==> src/shared/wito_pkg.sv <==
// Constants, register map and field layout of the watchdog / interval timer.
// Assumes a 32-bit APB register bus and a single 200 MHz clock.
package wito_pkg;

    ////////////////////////////////////////////////////////////////////////////
    // Register indices; the byte address is four times the index
    localparam logic [31:0] IDX_TIME = 32'hFFFF_F6C1;
    localparam logic [31:0] IDX_MODE = 32'hFFFF_F6C2;
    localparam logic [31:0] IDX_STATUS = 32'hFFFF_F6C3;
    localparam logic [31:0] IDX_MASK = 32'hFFFF_F6C4;

    // Register reset values
    localparam logic [7:0] RST_TIME = 8'h00;
    localparam logic [7:0] RST_MODE = 8'h00;

    // Field positions of the mode/run register
    localparam int unsigned RUN_POS = 7;
    localparam int unsigned WDSEL_POS = 4;
    localparam int unsigned RSTSEL_POS = 3;
    // Period code field of the overflow-time register
    localparam int unsigned CODE_W = 3;
    localparam logic [CODE_W-1:0] CODE_LONG = 3'h7;

    // Overflow periods as powers of two of count-clock cycles
    localparam int unsigned SHIFT_BASE = 13;
    localparam int unsigned SHIFT_LONG = 21;

    // Event bits of the status and mask registers
    localparam int unsigned EV_INTERVAL = 0;
    localparam int unsigned EV_NMI = 1;
    localparam int unsigned EV_LOCKED = 2;
    localparam int unsigned EV_COUNT = 3;

    // One-hot register select
    localparam int unsigned SEL_TIME = 0;
    localparam int unsigned SEL_MODE = 1;
    localparam int unsigned SEL_STATUS = 2;
    localparam int unsigned SEL_MASK = 3;

    // Byte address of a register index
    function automatic logic [31:0] reg_addr(input logic [31:0] idx);
        reg_addr = {idx[29:0], 2'b00};
    endfunction : reg_addr

    // Address decode, shared by setup and access phases
    function automatic logic [3:0] decode_sel(input logic [31:0] addr);
        decode_sel = '0;
        decode_sel[SEL_TIME] = (addr == reg_addr(IDX_TIME));
        decode_sel[SEL_MODE] = (addr == reg_addr(IDX_MODE));
        decode_sel[SEL_STATUS] = (addr == reg_addr(IDX_STATUS));
        decode_sel[SEL_MASK] = (addr == reg_addr(IDX_MASK));
    endfunction : decode_sel

endpackage : wito_pkg

==> src/shared/wito_core_if.sv <==
// Carrier between the timer top, its count chain and its event flags.
// Assumes all three sit on the same clock.
`timescale 1ns/100ps
interface wito_core_if #(
    parameter int unsigned W = 21,
    parameter int unsigned N = 3
);
    // Count chain
    logic clear;
    logic enable;
    logic [2:0] code;
    logic ovf;
    logic [W-1:0] value;
    // Event flags
    logic [N-1:0] setEv;
    logic [N-1:0] clrEv;
    logic maskWr;
    logic [N-1:0] maskData;
    logic [N-1:0] status;
    logic [N-1:0] mask;
    logic irq;

    modport ctrl (output clear, enable, code, setEv, clrEv, maskWr, maskData,
                  input ovf, value, status, mask, irq);
    modport cnt (input clear, enable, code, output ovf, value);
    modport flg (input setEv, clrEv, maskWr, maskData, output status, mask, irq);
endinterface : wito_core_if

==> src/logic/wito_counter.sv <==
// Prescaler/counter chain with a selectable overflow tap.
// Assumes clear and enable are synchronous to ref_clk.
`timescale 1ns/100ps
module wito_counter #(
    parameter int unsigned W = 21,
    parameter int unsigned BASE_SHIFT = 13,
    parameter int unsigned LONG_SHIFT = 21
) (
    // Clock and reset
    input wire logic ref_clk,
    input wire logic rst,
    // Control side
    wito_core_if.cnt core
);
    typedef struct packed {
        logic [W-1:0] value;
        logic ovf;
    } wito_cnt_t;

    wito_cnt_t s;
    wito_cnt_t next_s;
    int unsigned shift;
    logic [W-1:0] limit;

    ////////////////////////////////////////////////////////////////////////////
    // Tap selection: codes 0..6 step by one, code 7 jumps two
    always_comb begin
        shift = (core.code == wito_pkg::CODE_LONG) ? LONG_SHIFT : BASE_SHIFT + 32'(core.code);
        limit = ~({W{1'b1}} << shift);
    end

    // Count on the main clock; >= so a shorter code mid-count still trips
    always_comb begin
        next_s = s;
        next_s.ovf = 1'b0;
        if (core.clear) begin
            next_s.value = '0;
        end else if (core.enable) begin
            if (s.value >= limit) begin
                next_s.value = '0;
                next_s.ovf = 1'b1;
            end else begin
                next_s.value = s.value + W'(1);
            end
        end
    end

    always_ff @(posedge ref_clk) begin
        if (rst) begin
            s <= '0;
        end else begin
            s <= next_s;
        end
    end

    assign core.ovf = s.ovf;
    assign core.value = s.value;
endmodule : wito_counter

==> src/logic/wito_event_flags.sv <==
// Sticky event status, mask and the combined interrupt level.
// Assumes write-one-to-clear strobes last one cycle.
`timescale 1ns/100ps
module wito_event_flags #(
    parameter int unsigned N = 3
) (
    // Clock and reset
    input wire logic ref_clk,
    input wire logic rst,
    // Control side
    wito_core_if.flg core
);
    typedef struct packed {
        logic [N-1:0] status;
        logic [N-1:0] mask;
        logic irq;
    } wito_flg_t;

    wito_flg_t s;
    wito_flg_t next_s;

    ////////////////////////////////////////////////////////////////////////////
    // Set beats clear so an event in the clearing cycle is kept
    always_comb begin
        next_s = s;
        next_s.status = (s.status & ~core.clrEv) | core.setEv;
        if (core.maskWr) begin
            next_s.mask = core.maskData;
        end
        next_s.irq = |(next_s.status & next_s.mask);
    end

    always_ff @(posedge ref_clk) begin
        if (rst) begin
            s <= '0;
        end else begin
            s <= next_s;
        end
    end

    assign core.status = s.status;
    assign core.mask = s.mask;
    assign core.irq = s.irq;
endmodule : wito_event_flags

==> src/logic/wito_top.sv <==
// Watchdog / interval timer unit with APB register access.
// Assumes APB master, interrupt controller and reset logic on ref_clk.
`timescale 1ns/100ps
module wito_top #(
    parameter int unsigned BASE_SHIFT = wito_pkg::SHIFT_BASE,
    parameter int unsigned LONG_SHIFT = wito_pkg::SHIFT_LONG
) (
    // Clock and reset
    input wire logic ref_clk,
    input wire logic rst,
    // APB slave
    input wire logic psel,
    input wire logic penable,
    input wire logic pwrite,
    input wire logic [31:0] paddr,
    input wire logic [31:0] pwdata,
    output logic [31:0] prdata,
    output logic pready,
    output logic pslverr,
    // System status
    input wire logic protectWriteEnable,
    input wire logic standbyStopIdle,
    input wire logic cpuOnSubclock,
    // Overflow outputs
    output logic maskableIntervalRequest,
    output logic nonmaskableOverflowRequest,
    output logic overflowSystemReset,
    output logic irq
);
    localparam int unsigned N = wito_pkg::EV_COUNT;
    localparam int unsigned W = LONG_SHIFT;

    typedef struct packed {
        logic [wito_pkg::CODE_W-1:0] periodCode;
        logic runBit;
        logic wdSel;
        logic rstSel;
        logic unlockArmed;
        logic [31:0] rdata;
        logic ready;
        logic slvErr;
        logic maskReq;
        logic nmiReq;
        logic sysRst;
    } wito_state_t;

    wito_state_t s;
    wito_state_t next_s;

    wito_core_if #(.W(W), .N(N)) core ();

    // Bus phase decode
    logic setupPhase;
    logic accessDone;
    logic [3:0] setupSel;
    logic [3:0] accessSel;
    logic writeDone;
    logic modeWriteOk;
    logic modeWriteLocked;
    logic runWrite;
    logic [7:0] modeView;
    logic [7:0] timeView;

    ////////////////////////////////////////////////////////////////////////////
    // Count chain and event flags
    wito_counter #(
        .W(W),
        .BASE_SHIFT(BASE_SHIFT),
        .LONG_SHIFT(LONG_SHIFT)
    ) u_counter (
        .ref_clk(ref_clk),
        .rst(rst),
        .core(core.cnt)
    );

    wito_event_flags #(
        .N(N)
    ) u_flags (
        .ref_clk(ref_clk),
        .rst(rst),
        .core(core.flg)
    );

    ////////////////////////////////////////////////////////////////////////////
    // APB phases; zero-wait answer, error flagged for unmapped addresses
    always_comb begin
        setupPhase = psel & ~penable;
        accessDone = psel & penable & s.ready;
        setupSel = wito_pkg::decode_sel(paddr);
        accessSel = wito_pkg::decode_sel(paddr);
        writeDone = accessDone & pwrite & ~s.slvErr;
        modeWriteOk = writeDone & accessSel[wito_pkg::SEL_MODE] & s.unlockArmed;
        modeWriteLocked = writeDone & accessSel[wito_pkg::SEL_MODE] & ~s.unlockArmed;
        runWrite = modeWriteOk & pwdata[wito_pkg::RUN_POS];
    end

    // Read views; unused bits read as zero
    always_comb begin
        timeView = '0;
        timeView[wito_pkg::CODE_W-1:0] = s.periodCode;
        modeView = '0;
        modeView[wito_pkg::RUN_POS] = s.runBit;
        modeView[wito_pkg::WDSEL_POS] = s.wdSel;
        modeView[wito_pkg::RSTSEL_POS] = s.rstSel;
    end

    ////////////////////////////////////////////////////////////////////////////
    // Main state update
    always_comb begin
        next_s = s;
        next_s.maskReq = 1'b0;
        next_s.nmiReq = 1'b0;
        next_s.sysRst = 1'b0;
        // Answer in the first access cycle
        next_s.ready = setupPhase;
        next_s.slvErr = setupPhase & ~(|setupSel);
        next_s.rdata = '0;
        if (setupPhase && !pwrite) begin
            unique case (1'b1)
                setupSel[wito_pkg::SEL_TIME]: begin
                    next_s.rdata = {24'h00_0000, timeView};
                end
                setupSel[wito_pkg::SEL_MODE]: begin
                    next_s.rdata = {24'h00_0000, modeView};
                end
                setupSel[wito_pkg::SEL_STATUS]: begin
                    next_s.rdata = 32'(core.status);
                end
                setupSel[wito_pkg::SEL_MASK]: begin
                    next_s.rdata = 32'(core.mask);
                end
                default: begin
                    next_s.rdata = '0;
                end
            endcase
        end
        // Overflow time select: plain read/write
        if (writeDone && accessSel[wito_pkg::SEL_TIME]) begin
            next_s.periodCode = pwdata[wito_pkg::CODE_W-1:0];
        end
        // Protected register: bits only ever set by software
        if (modeWriteOk) begin
            next_s.runBit = s.runBit | pwdata[wito_pkg::RUN_POS];
            next_s.wdSel = s.wdSel | pwdata[wito_pkg::WDSEL_POS];
            next_s.rstSel = s.rstSel | pwdata[wito_pkg::RSTSEL_POS];
        end
        // Unlock is spent by any write; a new pulse wins the same cycle
        if (accessDone && pwrite) begin
            next_s.unlockArmed = 1'b0;
        end
        if (protectWriteEnable) begin
            next_s.unlockArmed = 1'b1;
        end
        // Route each overflow by mode
        if (core.ovf) begin
            if (!s.wdSel) begin
                next_s.maskReq = 1'b1;
            end else if (!s.rstSel) begin
                next_s.nmiReq = 1'b1;
            end else begin
                next_s.sysRst = 1'b1;
            end
        end
    end

    // Reset returns both registers to zero
    always_ff @(posedge ref_clk) begin
        if (rst) begin
            s <= '0;
        end else begin
            s <= next_s;
        end
    end

    ////////////////////////////////////////////////////////////////////////////
    // Count chain control; pauses hold the value rather than clear it
    assign core.clear = runWrite;
    assign core.enable = s.runBit & ~standbyStopIdle & ~cpuOnSubclock;
    assign core.code = s.periodCode;

    // Events into the sticky flags; status is write-one-to-clear
    always_comb begin
        core.setEv = '0;
        core.setEv[wito_pkg::EV_INTERVAL] = core.ovf & ~s.wdSel;
        core.setEv[wito_pkg::EV_NMI] = core.ovf & s.wdSel;
        core.setEv[wito_pkg::EV_LOCKED] = modeWriteLocked;
        core.clrEv = (writeDone && accessSel[wito_pkg::SEL_STATUS]) ? pwdata[N-1:0] : '0;
        core.maskWr = writeDone & accessSel[wito_pkg::SEL_MASK];
        core.maskData = pwdata[N-1:0];
    end

    // Outputs straight from flip-flops
    assign prdata = s.rdata;
    assign pready = s.ready;
    assign pslverr = s.slvErr;
    assign maskableIntervalRequest = s.maskReq;
    assign nonmaskableOverflowRequest = s.nmiReq;
    assign overflowSystemReset = s.sysRst;
    assign irq = core.irq;
endmodule : wito_top

==> config.mk <==
export PLATFORM = sky130hd
export DESIGN_NAME = wito_top
export DESIGN_NICKNAME = d
export VERILOG_FILES = /design/src/shared/wito_pkg.sv /design/src/shared/wito_core_if.sv /design/src/logic/wito_counter.sv /design/src/logic/wito_event_flags.sv /design/src/logic/wito_top.sv
export SDC_FILE = /design/constraint.sdc
export NUM_CORES = 1
export LEC_CHECK = 0
export BUFFER_PORTS_ARGS = -buffer_cell sky130_fd_sc_hd__buf_2
export CORE_ASPECT_RATIO = 1.1
export CORE_MARGIN = 1
export CORE_UTILIZATION = 54
export DETAILED_ROUTE_END_ITERATION = 12
export GPL_TIMING_DRIVEN = 1
export PLACE_DENSITY = 0.86
export SLEW_MARGIN = 10
export SYNTH_ARGS = -nofsm -noshare
export SYNTH_HDL_FRONTEND = slang
export SYNTH_SLANG_ARGS = --single-unit
==> constraint.sdc <==
create_clock -name ref_clk -period 7.9 [get_ports ref_clk]
set_input_delay 1.58 -clock ref_clk [delete_from_list [all_inputs] [get_ports ref_clk]]
set_output_delay 1.58 -clock ref_clk [all_outputs]
set_load 0.02 [all_outputs]
* Yosys cells after proc, flatten, opt, wreduce, memory -nomap -nowiden
Index checks and enable logic that the tools add are counted.
Storage, ports and cells: bits in registers 73, logic and storage cells 82, output and inout port bits 38, input port bits 72
Cells by class: equality and inequality tests 5, magnitude comparators 1, mux-type cells 11, bitwise operators 33, shift operators 1, reduce and logical (&&, ||, !) cells 13, add/subtract/negate cells 2
Operators by type and width (count):
- == test 32 bit (second input constant) | 4
- two-way mux 32 bit | 1
- one-hot mux 8 bit (4 select lines) | 1
- left shift 21 x 32 -> 21 bit (first input constant) | 1
- adder 21 x 1 -> 21 bit (second input constant) | 1
- greater-or-equal comparator 21 bit | 1
- two-way mux 21 bit | 1
- NOT 21 bit | 1
- AND 1 bit | 15
- NOT 1 bit | 10
- OR reduction 3 bit | 3
- AND 3 bit | 2
- two-way mux 1 bit | 6
- two-way mux 3 bit | 2
- OR reduction 2 bit | 3
- adder 4 x 3 -> 5 bit (first input constant) | 1
- logical AND 1 bit | 4
- OR reduction 4 bit | 1
- == test 3 bit (second input constant) | 1
- NOT 3 bit | 1
- OR 1 bit | 3
- OR 3 bit | 1
- nonzero test 2 bit | 1
- logical NOT 1 bit | 1

* Longest topological paths before layout
Gate-level depths: netlist (run 1).
depth after elaboration 11, mapped depth 15, mapped depth without buffers 13

* By module
Synthesis (run 1) repeated with hierarchy kept, for this count alone.
Second synthesis, totals: cell total of the unflattened synthesis 361, area total of the unflattened synthesis 3071.7 µm²
By module, submodules not included:
- wito_counter | area each 1691.6 µm², seq. area each 440.4 µm², times used 1, cells an instance 204
- wito_top | area each 1122.3 µm², seq. area each 360.3 µm², times used 1, cells an instance 131
- wito_event_flags | area each 257.7 µm², seq. area each 140.1 µm², times used 1, cells an instance 26

* Worst setup path before layout (run 1)
Ideal clock, no wire load.
path type in2reg, from in paddr[0], to reg u_flags.s (netlist bit u_flags.core.irq), library setup time 58 ps, buffers on the path 0, stages on the path 6, data required time 7842 ps, path slack 4716 ps, arrival time 3126 ps, cell sequence or4_4 > nor4_4 > nand4_2 > mux2i_1 > a2111oi_0 > a211o_1
On the way: cells in the longest elaborated chain, start to end 8, elaborated cells on any way between the ends 14
RTL lines:
- start, declared | RTL line wito_top.sv:15 | input wire logic [31:0] paddr,
- == test 32 bit | RTL line wito_pkg.sv:50 | decode_sel[SEL_STATUS] = (addr == reg_addr(IDX_STATUS));
- logical AND 1 bit | RTL line wito_top.sv:187 | core.clrEv = (writeDone && accessSel[wito_pkg::SEL_STATUS]) ? pwdata[N-1:0] : '0;
- two-way mux 3 bit | RTL line wito_top.sv:187
- NOT 3 bit | RTL line wito_event_flags.sv:26 | next_s.status = (s.status & ~core.clrEv) | core.setEv;
- AND 3 bit | RTL line wito_event_flags.sv:26
- OR 3 bit | RTL line wito_event_flags.sv:26
- AND 3 bit (*) | RTL line wito_event_flags.sv:30 | next_s.irq = |(next_s.status & next_s.mask);
- OR reduction 3 bit (*) | RTL line wito_event_flags.sv:30
- end signal, assigned | RTL line wito_event_flags.sv:37 | s <= next_s;
- end, declared | RTL line wito_event_flags.sv:19 | wito_flg_t s;
Mark *: on every way between the ends. The rest lies on a longest branch, timed or not. A chain may end at the register's enable or synchronous reset.

* Worst setup path after layout (run 1)
from reg s (netlist bit core.code[1]), to reg u_counter.s (netlist bit u_counter.core.value[7])
On the way: cells in the longest elaborated chain, start to end 6, elaborated cells on any way between the ends 7
RTL lines:
- start, declared | RTL line wito_top.sv:47 | wito_state_t s;
- start signal, assigned | RTL line wito_top.sv:171 | s <= next_s;
- adder 4 x 3 -> 5 bit / == test 3 bit (equally long branches) | RTL line wito_counter.sv:28 | shift = (core.code == wito_pkg::CODE_LONG) ? LONG_SHIFT : BASE_SHIFT + 32'(core.code);
- two-way mux 32 bit (*) | RTL line wito_counter.sv:28
- left shift 21 x 32 -> 21 bit (*) | RTL line wito_counter.sv:29 | limit = ~({W{1'b1}} << shift);
- NOT 21 bit (*) | RTL line wito_counter.sv:29
- greater-or-equal comparator 21 bit (*) | RTL line wito_counter.sv:39 | if (s.value >= limit) begin
- two-way mux 21 bit (*) | RTL line wito_counter.sv:39
- end signal, assigned | RTL line wito_counter.sv:52 | s <= next_s;
- end, declared | RTL line wito_counter.sv:20 | wito_cnt_t s;
Marked as above.

==> flow_summary.ini, run 1 <==
[synthesis]
yosys_warnings = 0
avgSynthCellArea_um2 = 8.44
netlist_area_mm2 = 0.00298
ys_types = 49
synthArstFlopShare = 0
yosysSeqAreaShare = 0.316
syn_inst = 353
synth-edff-count = 0
synth_flop_cell = dfxtp_1
ys_ff_latch = 47

[critical_path]
timing.rr.start = core.code[1]$_SDFFE_PP0P_
cp_slowest_cell = a211oi_1
crit_type = reg -> reg
r2r_cells = 11
cp_max_fo = 21
cp.required_ps = 8130
crit_chain = ha_1, ha_1, a211oi_1, nand2b_1, nor2_1, ha_1, a2111o_1, a211o_1, a2bb2oi_1, nand3_2, nor2_1
max_stage_delay_ps = 810
crit_start = core.code[1]$_SDFFE_PP0P_
cp.arrival_ps = 4190
rr_endpoint = u_counter.core.value[7]$_SDFFE_PP0P_
regToRegSetupSlack_ps = 3950
setup.worst_path.end = u_counter.core.value[7]$_SDFFE_PP0P_
end_kind = flip-flop
start_kind = flip-flop
crit_top_cell = ha_1

[placed_design]
gp_congestion = 0.863
post-dp-hpwl_mm = 4.78
portBuffers = 57

[worst_hold_path]
worstHoldPathType = reg -> reg
hold_depth = 2

[cells_and_area]
multi_input_area_mm2 = 0.00180
nFillCells = 458
final-seq-area_um2 = 941
drive_above_1_share = 0.172
final_common_cell = nor2_1
fin_nets = 503
n_antenna_cell = 0
final_cell_mix = nor2_1, buf_2, dfxtp_1
syn2layout_area_growth_pct = 10.5

[die]
die_x_um = 72.8
io_pins = 110
die_h_um = 79.9
num_rows = 28
dieArea_mm2 = 0.00582
design.core.area_mm2 = 0.00536
start_util = 0.556

[power]
power.switching_w = 0.000114
p_per_area_mw_per_mm2 = 139
peakVddDrop_v = 0.0000654
seqPwrFrac = 0.519
power.leakage_nw = 1.57
switching_share = 0.248
internal_power_w = 0.000345
p_comb_frac = 0.081
power.share.clock = 0.400

[drt]
routed_via_density = 5.57
drt-total-wl_mm = 6.23
highest_layer = met4
drt_first_pass_iters = 4
wl_met1_mm = 2.69
drc_errors = 0
initialDrtViolationCount = 138
wl_met3_um = 287
ant_nets = 0
vias = 2679
wl_met2_mm = 3.09
wl_per_cell_um = 13.0

[global_routing]
antenna_found_initial = 0
grt_max_degree = 22
grt_util_all_layers = 0.221
grt_pass1_vias = 2343
grt_overflow = 0
grt_pass1_wl_mm = 10.1

[cts]
clock_latency_ps = 310
clk_pin_slew_ps = 90
cts_made_buffers = 5
clock_sinks = 47
h-tree-depth = 2
hold_buffers = 0
cts_root_buf = clkbuf_8
post_cts_buffers = 0
cts_buffer_depth = 2
ctsResizeCount = 0
cts_tree = built

[sta]
final-hold-violation-count = 0
fin_crit_ps = 3950
finalSetupTns_ps = 0
period_share = 0.501
fin_skew_ps = 4.52
maxSlewHeadroom = 0.312
tightest_slew_ps = 1030
final_max_slew_viol_count = 0
fin_hold_ws_ps = 504
rsz0062_at_grt = false
max_freq_mhz = 253
finalSetupViolations = 0

[flow_run]
cap_violations = 0

[run_status]
status = completed
==> cell usage after synthesis (all sizes together) (2+ instances only) <==
cell    number  share of area
o21ai        5         0.0084
nand3        9          0.017
a21o         9          0.023
dfxtp       47           0.32
or3          2         0.0042
nor4bb       2         0.0067
inv         15          0.019
buf         35          0.091
a22o         3         0.0088
and2         5          0.010
nor2        62          0.078
nor3         6          0.010
nand4b       2         0.0059
and4         5          0.015
a211o        2         0.0059
nand2b       5          0.010
mux2i        7          0.024
nand4       17          0.038
xor2        14          0.041
ha          26           0.11
clkbuf       2         0.0025
a22oi        5          0.013
a21oi       15          0.025
a211oi       2         0.0050
and3         4         0.0084
nor4         5          0.016
xnor2        6          0.018
nand2       19          0.024
==> critical path, delay by kind of cell, from the launching register on <==
kind	cells	cell delay [ps]
AOI/OAI and AO/OA	4	1710
adders and majority gates	3	720
DFF	1	380
and+or+nand+nor	4	1060
==> kinds of logic after synthesis <==
logic type | count (synthesis) | share of synthesized area
buf+inv | 52 | 0.112
flops | 47 | 0.316
xor+xnor | 20 | 0.0588
compound gates | 51 | 0.117
fa+ha+maj | 26 | 0.109
other cells | 1 | 0.00126
mux | 7 | 0.0235
simple gates | 149 | 0.263
==> layer usage <==
layer	vias up	global-route usage
li1	1293	-
met1	1276	0.266
met2	90	0.385
met4	0	0.0941
met5	-	0
met3	20	0.0354
==> worst min-delay path by stage <==
stage / from / end / slack [ps]
finish: u_flags.core.status[1]$_SDFF_PP0_ / u_flags.core.status[1]$_SDFF_PP0_ / 500
global route: u_flags.core.status[1]$_SDFF_PP0_ / u_flags.core.status[1]$_SDFF_PP0_ / 530
CTS: u_flags.core.status[1]$_SDFF_PP0_ / u_flags.core.status[1]$_SDFF_PP0_ / 500
detailed placement: modeView[7]$_SDFFE_PP0P_ / prdata[7]$_SDFF_PP0_ / 480
global placement: modeView[3]$_SDFFE_PP0P_ / nonmaskableOverflowRequest$_SDFF_PP0_ / 460
floorplan: modeView[3]$_SDFFE_PP0P_ / nonmaskableOverflowRequest$_SDFF_PP0_ / 430
==> per-stage QoR <==
step	area, um2	total power (W)	cells	util	setup slack, ps
2_1_floorplan	3070	0.000274	378	-	4720
3_3_place_gp	3180	0.000279	473	0.592	4190
3_5_place_dp	3180	0.000280	473	0.592	4050
4_1_cts	3290	0.000461	481	0.614	3980
5_1_grt	3290	0.000474	481	0.614	3680
6_report	3290	0.000459	481	0.614	3950
==> registers in the layout, summed over array words and instances (netlist names) <==
register	flops
s	1
u_flags.core.status	3
u_counter.core.value	21
overflowSystemReset	1
maskableIntervalRequest	1
pslverr	1
u_counter.core.ovf	1
pready	1
nonmaskableOverflowRequest	1
core.code	3
u_flags.core.mask	3
prdata	6
u_flags.core.irq	1
modeView	3
==> power by group through the flow <==
stage / sequential (W) / combinational, W / clock (W)
final: 0.000238 / 0.0000371 / 0.000183
after global routing: 0.000238 / 0.0000401 / 0.000196
after CTS: 0.000238 / 0.0000366 / 0.000186
after detailed placement: 0.000244 / 0.0000362 / 0
after global placement: 0.000244 / 0.0000354 / 0
after floorplan: 0.000244 / 0.0000301 / 0
==> final cells by class <==
class                           instances  area share
Inverter                               15      0.0171
Clock inverter                          3      0.0144
Multi-Input combinational cell        279       0.547
Clock buffer                            5      0.0209
Timing Repair Buffer                   57      0.0867
Sequential cell                        47       0.286
Tap cell                               75      0.0285
Power figures use the tool's default switching activity.
==> run 2, diff against run 1 <==
ABC_AREA = 1   (was default)
CORE_UTILIZATION = 51   (was 54)
PLACE_DENSITY = 0.81   (was 0.86)
clock period = 4.1 ns   (was 7.9 ns; I/O delays follow)
==> flow_summary.ini, run 2 <==
[global_routing]
grt_util_all_layers = 0.216
grt_max_degree = 21
grt_overflow = 0
grt_pass1_wl_mm = 11.6
antenna_found_initial = 0
grt_pass1_vias = 2796

[cts]
hold_buffers = 0
clk_pin_slew_ps = 100
cts_made_buffers = 5
cts_tree = built
h-tree-depth = 2
ctsResizeCount = 0
cts_buffer_depth = 2
cts_root_buf = clkbuf_8
post_cts_buffers = 0
clock_sinks = 47
clock_latency_ps = 310

[critical_path]
crit_family = simple AND/OR/NAND/NOR gates
crit_type = reg -> reg
cp.required_ps = 4300
cp.arrival_ps = 3580
crit_chain = ha_1, ha_1, nor2_1, inv_1, nand2_1, nand2_1, ha_1, nand2_1, nor2_1, nand2_1, nor3_1, a21oi_1, nand3_1, nand2_1, nand2_2, nor2_1
crit_top_cell = nand2_1
end_kind = flip-flop
start_kind = flip-flop
cp_slowest_cell = nor2_1
crit_buf_inv = 1
cp_max_fo = 20
max_stage_delay_ps = 520

[die]
dieArea_mm2 = 0.00653
start_util = 0.539
die_h_um = 84.7
num_rows = 29
io_pins = 110
die_x_um = 77.2
design.core.area_mm2 = 0.00588

[synthesis]
synth-edff-count = 0
yosys-top-cells-area = dfxtp_1, nand2_1, ha_1
syn_inst = 463
yosysMostFrequentCell = nand2_1
synth_top_family_by_area = simple AND/OR/NAND/NOR gates
yosys.area_share.simple = 0.314
synth-compound-area-share = 0.0813
yosysTopAreaCell = dfxtp_1
synth_flop_cell = dfxtp_1
synth_fa_ha_area_frac = 0.103
synth_xor_area_frac = 0.0497
muxShareOfSynthArea = 0
yosys_warnings = 0
synthArstFlopShare = 0
ys_types = 28
synth_top_cell_area_share = 0.297
avgSynthCellArea_um2 = 6.85
yosysSeqAreaShare = 0.297
ys_ff_latch = 47
netlist_area_mm2 = 0.00317
synth_common_cells = nand2_1, nor2_1, inv_1

[sta]
fin_skew_ps = 8.72
period_share = 0.825
final_max_slew_viol_count = 0
maxSlewHeadroom = 0.563
final-hold-violation-count = 0
tightest_slew_ps = 653
finalSetupViolations = 0
finalSetupTns_ps = 0
rsz0062_at_grt = false
fin_crit_ps = 3380
max_freq_mhz = 296

[drt]
ant_nets = 0
routed_via_density = 4.92
drt-total-wl_mm = 6.57
drt_first_pass_iters = 5
drc_errors = 0
vias = 2912
wl_per_cell_um = 11.1
initialDrtViolationCount = 118

[power]
peakVddDrop_v = 0.000243
power.switching_w = 0.000227
seqPwrFrac = 0.551
p_per_area_mw_per_mm2 = 240
internal_power_w = 0.000605
switching_share = 0.272
power.leakage_nw = 1.70
p_comb_frac = 0.079
power.share.clock = 0.370

[run_status]
status = completed

[placed_design]
portBuffers = 57
post-dp-hpwl_mm = 5.30
gp_congestion = 0.893

[cells_and_area]
fin_nets = 612
n_antenna_cell = 0
drive_above_1_share = 0.155
largest_reg_flops = 21
final_cell_mix = nand2_1, nor2_1, buf_2
finish.utilization = 0.589
final_common_cell = nand2_1
syn2layout_area_growth_pct = 9.24

[flow_run]
cap_violations = 0

[worst_hold_path]
worstHoldPathType = reg -> reg
[run 2: worst paths after layout]
path / startpoint / end / slack (ps) / depth (start not counted)
setup / recovery: core.code[1]$_SDFFE_PP0P_ / u_counter.core.value[11]$_SDFFE_PP0P_ / 720 / 16
hold / removal: modeView[3]$_SDFFE_PP0P_ / nonmaskableOverflowRequest$_SDFF_PP0_ / 430 / 1
setup reg to reg: core.code[1]$_SDFFE_PP0P_ / u_counter.core.value[11]$_SDFFE_PP0P_ / 720 / 16
hold reg to reg: modeView[3]$_SDFFE_PP0P_ / nonmaskableOverflowRequest$_SDFF_PP0_ / 430 / 1
[run 2: metrics by stage]
step / std cells / hold WS [ps] / setup slack, ps / total power, W / area (um2)
after global placement: 584 / 407 / 853 / 0.000533 / 3370
after floorplan: 488 / 392 / 1490 / 0.000528 / 3260
after CTS: 592 / 428 / 752 / 0.000839 / 3460
after global routing: 592 / 448 / 347 / 0.000862 / 3460
after detailed placement: 584 / 412 / 788 / 0.000534 / 3370
final: 592 / 428 / 719 / 0.000832 / 3460
[run 2: logic make-up (layout without fill, tap and decap cells)]
family                     Yosys count  after routing
AOI/OAI and AO/OA                   49             49
xor gates and xnor gates            18             18
adders and majority gates           26             26
buffers and inverters               94            121
DFF                                 47             47
other                                1             26
and+or+nand+nor                    228            228
[run 2: cell type report]
class	count	area, um2
clock inverter	3	27.5
sequential	47	941
clock buffer	5	68.8
fill	566	2420
timing repair buffer	57	285
tap	77	96.3
inverter	56	210
multi-input combinational	347	1830
[run 2: layer usage]
| metal | wire length [um] | share of wire | GRT usage | vias to the layer above |
|---|---|---|---|---|
| met1 | 2900 | 0.44 | 0.242 | 1302 |
| met3 | 236 | 0.036 | 0.0391 | 17 |
| li1 | - | - | - | 1523 |
| met4 | 129 | 0.020 | 0.0789 | 0 |
| met5 | 0 | 0 | 0 | - |
| met2 | 3300 | 0.50 | 0.403 | 70 |
[run 2: power groups by stage]
| stage | clock network (W) | logic, W | registers (W) |
|---|---|---|---|
| finish | 0.000307 | 0.0000658 | 0.000458 |
| global route | 0.000330 | 0.0000737 | 0.000459 |
| CTS | 0.000315 | 0.0000654 | 0.000458 |
| detailed placement | 0 | 0.0000653 | 0.000469 |
| global placement | 0 | 0.0000637 | 0.000469 |
| floorplan | 0 | 0.0000583 | 0.000470 |
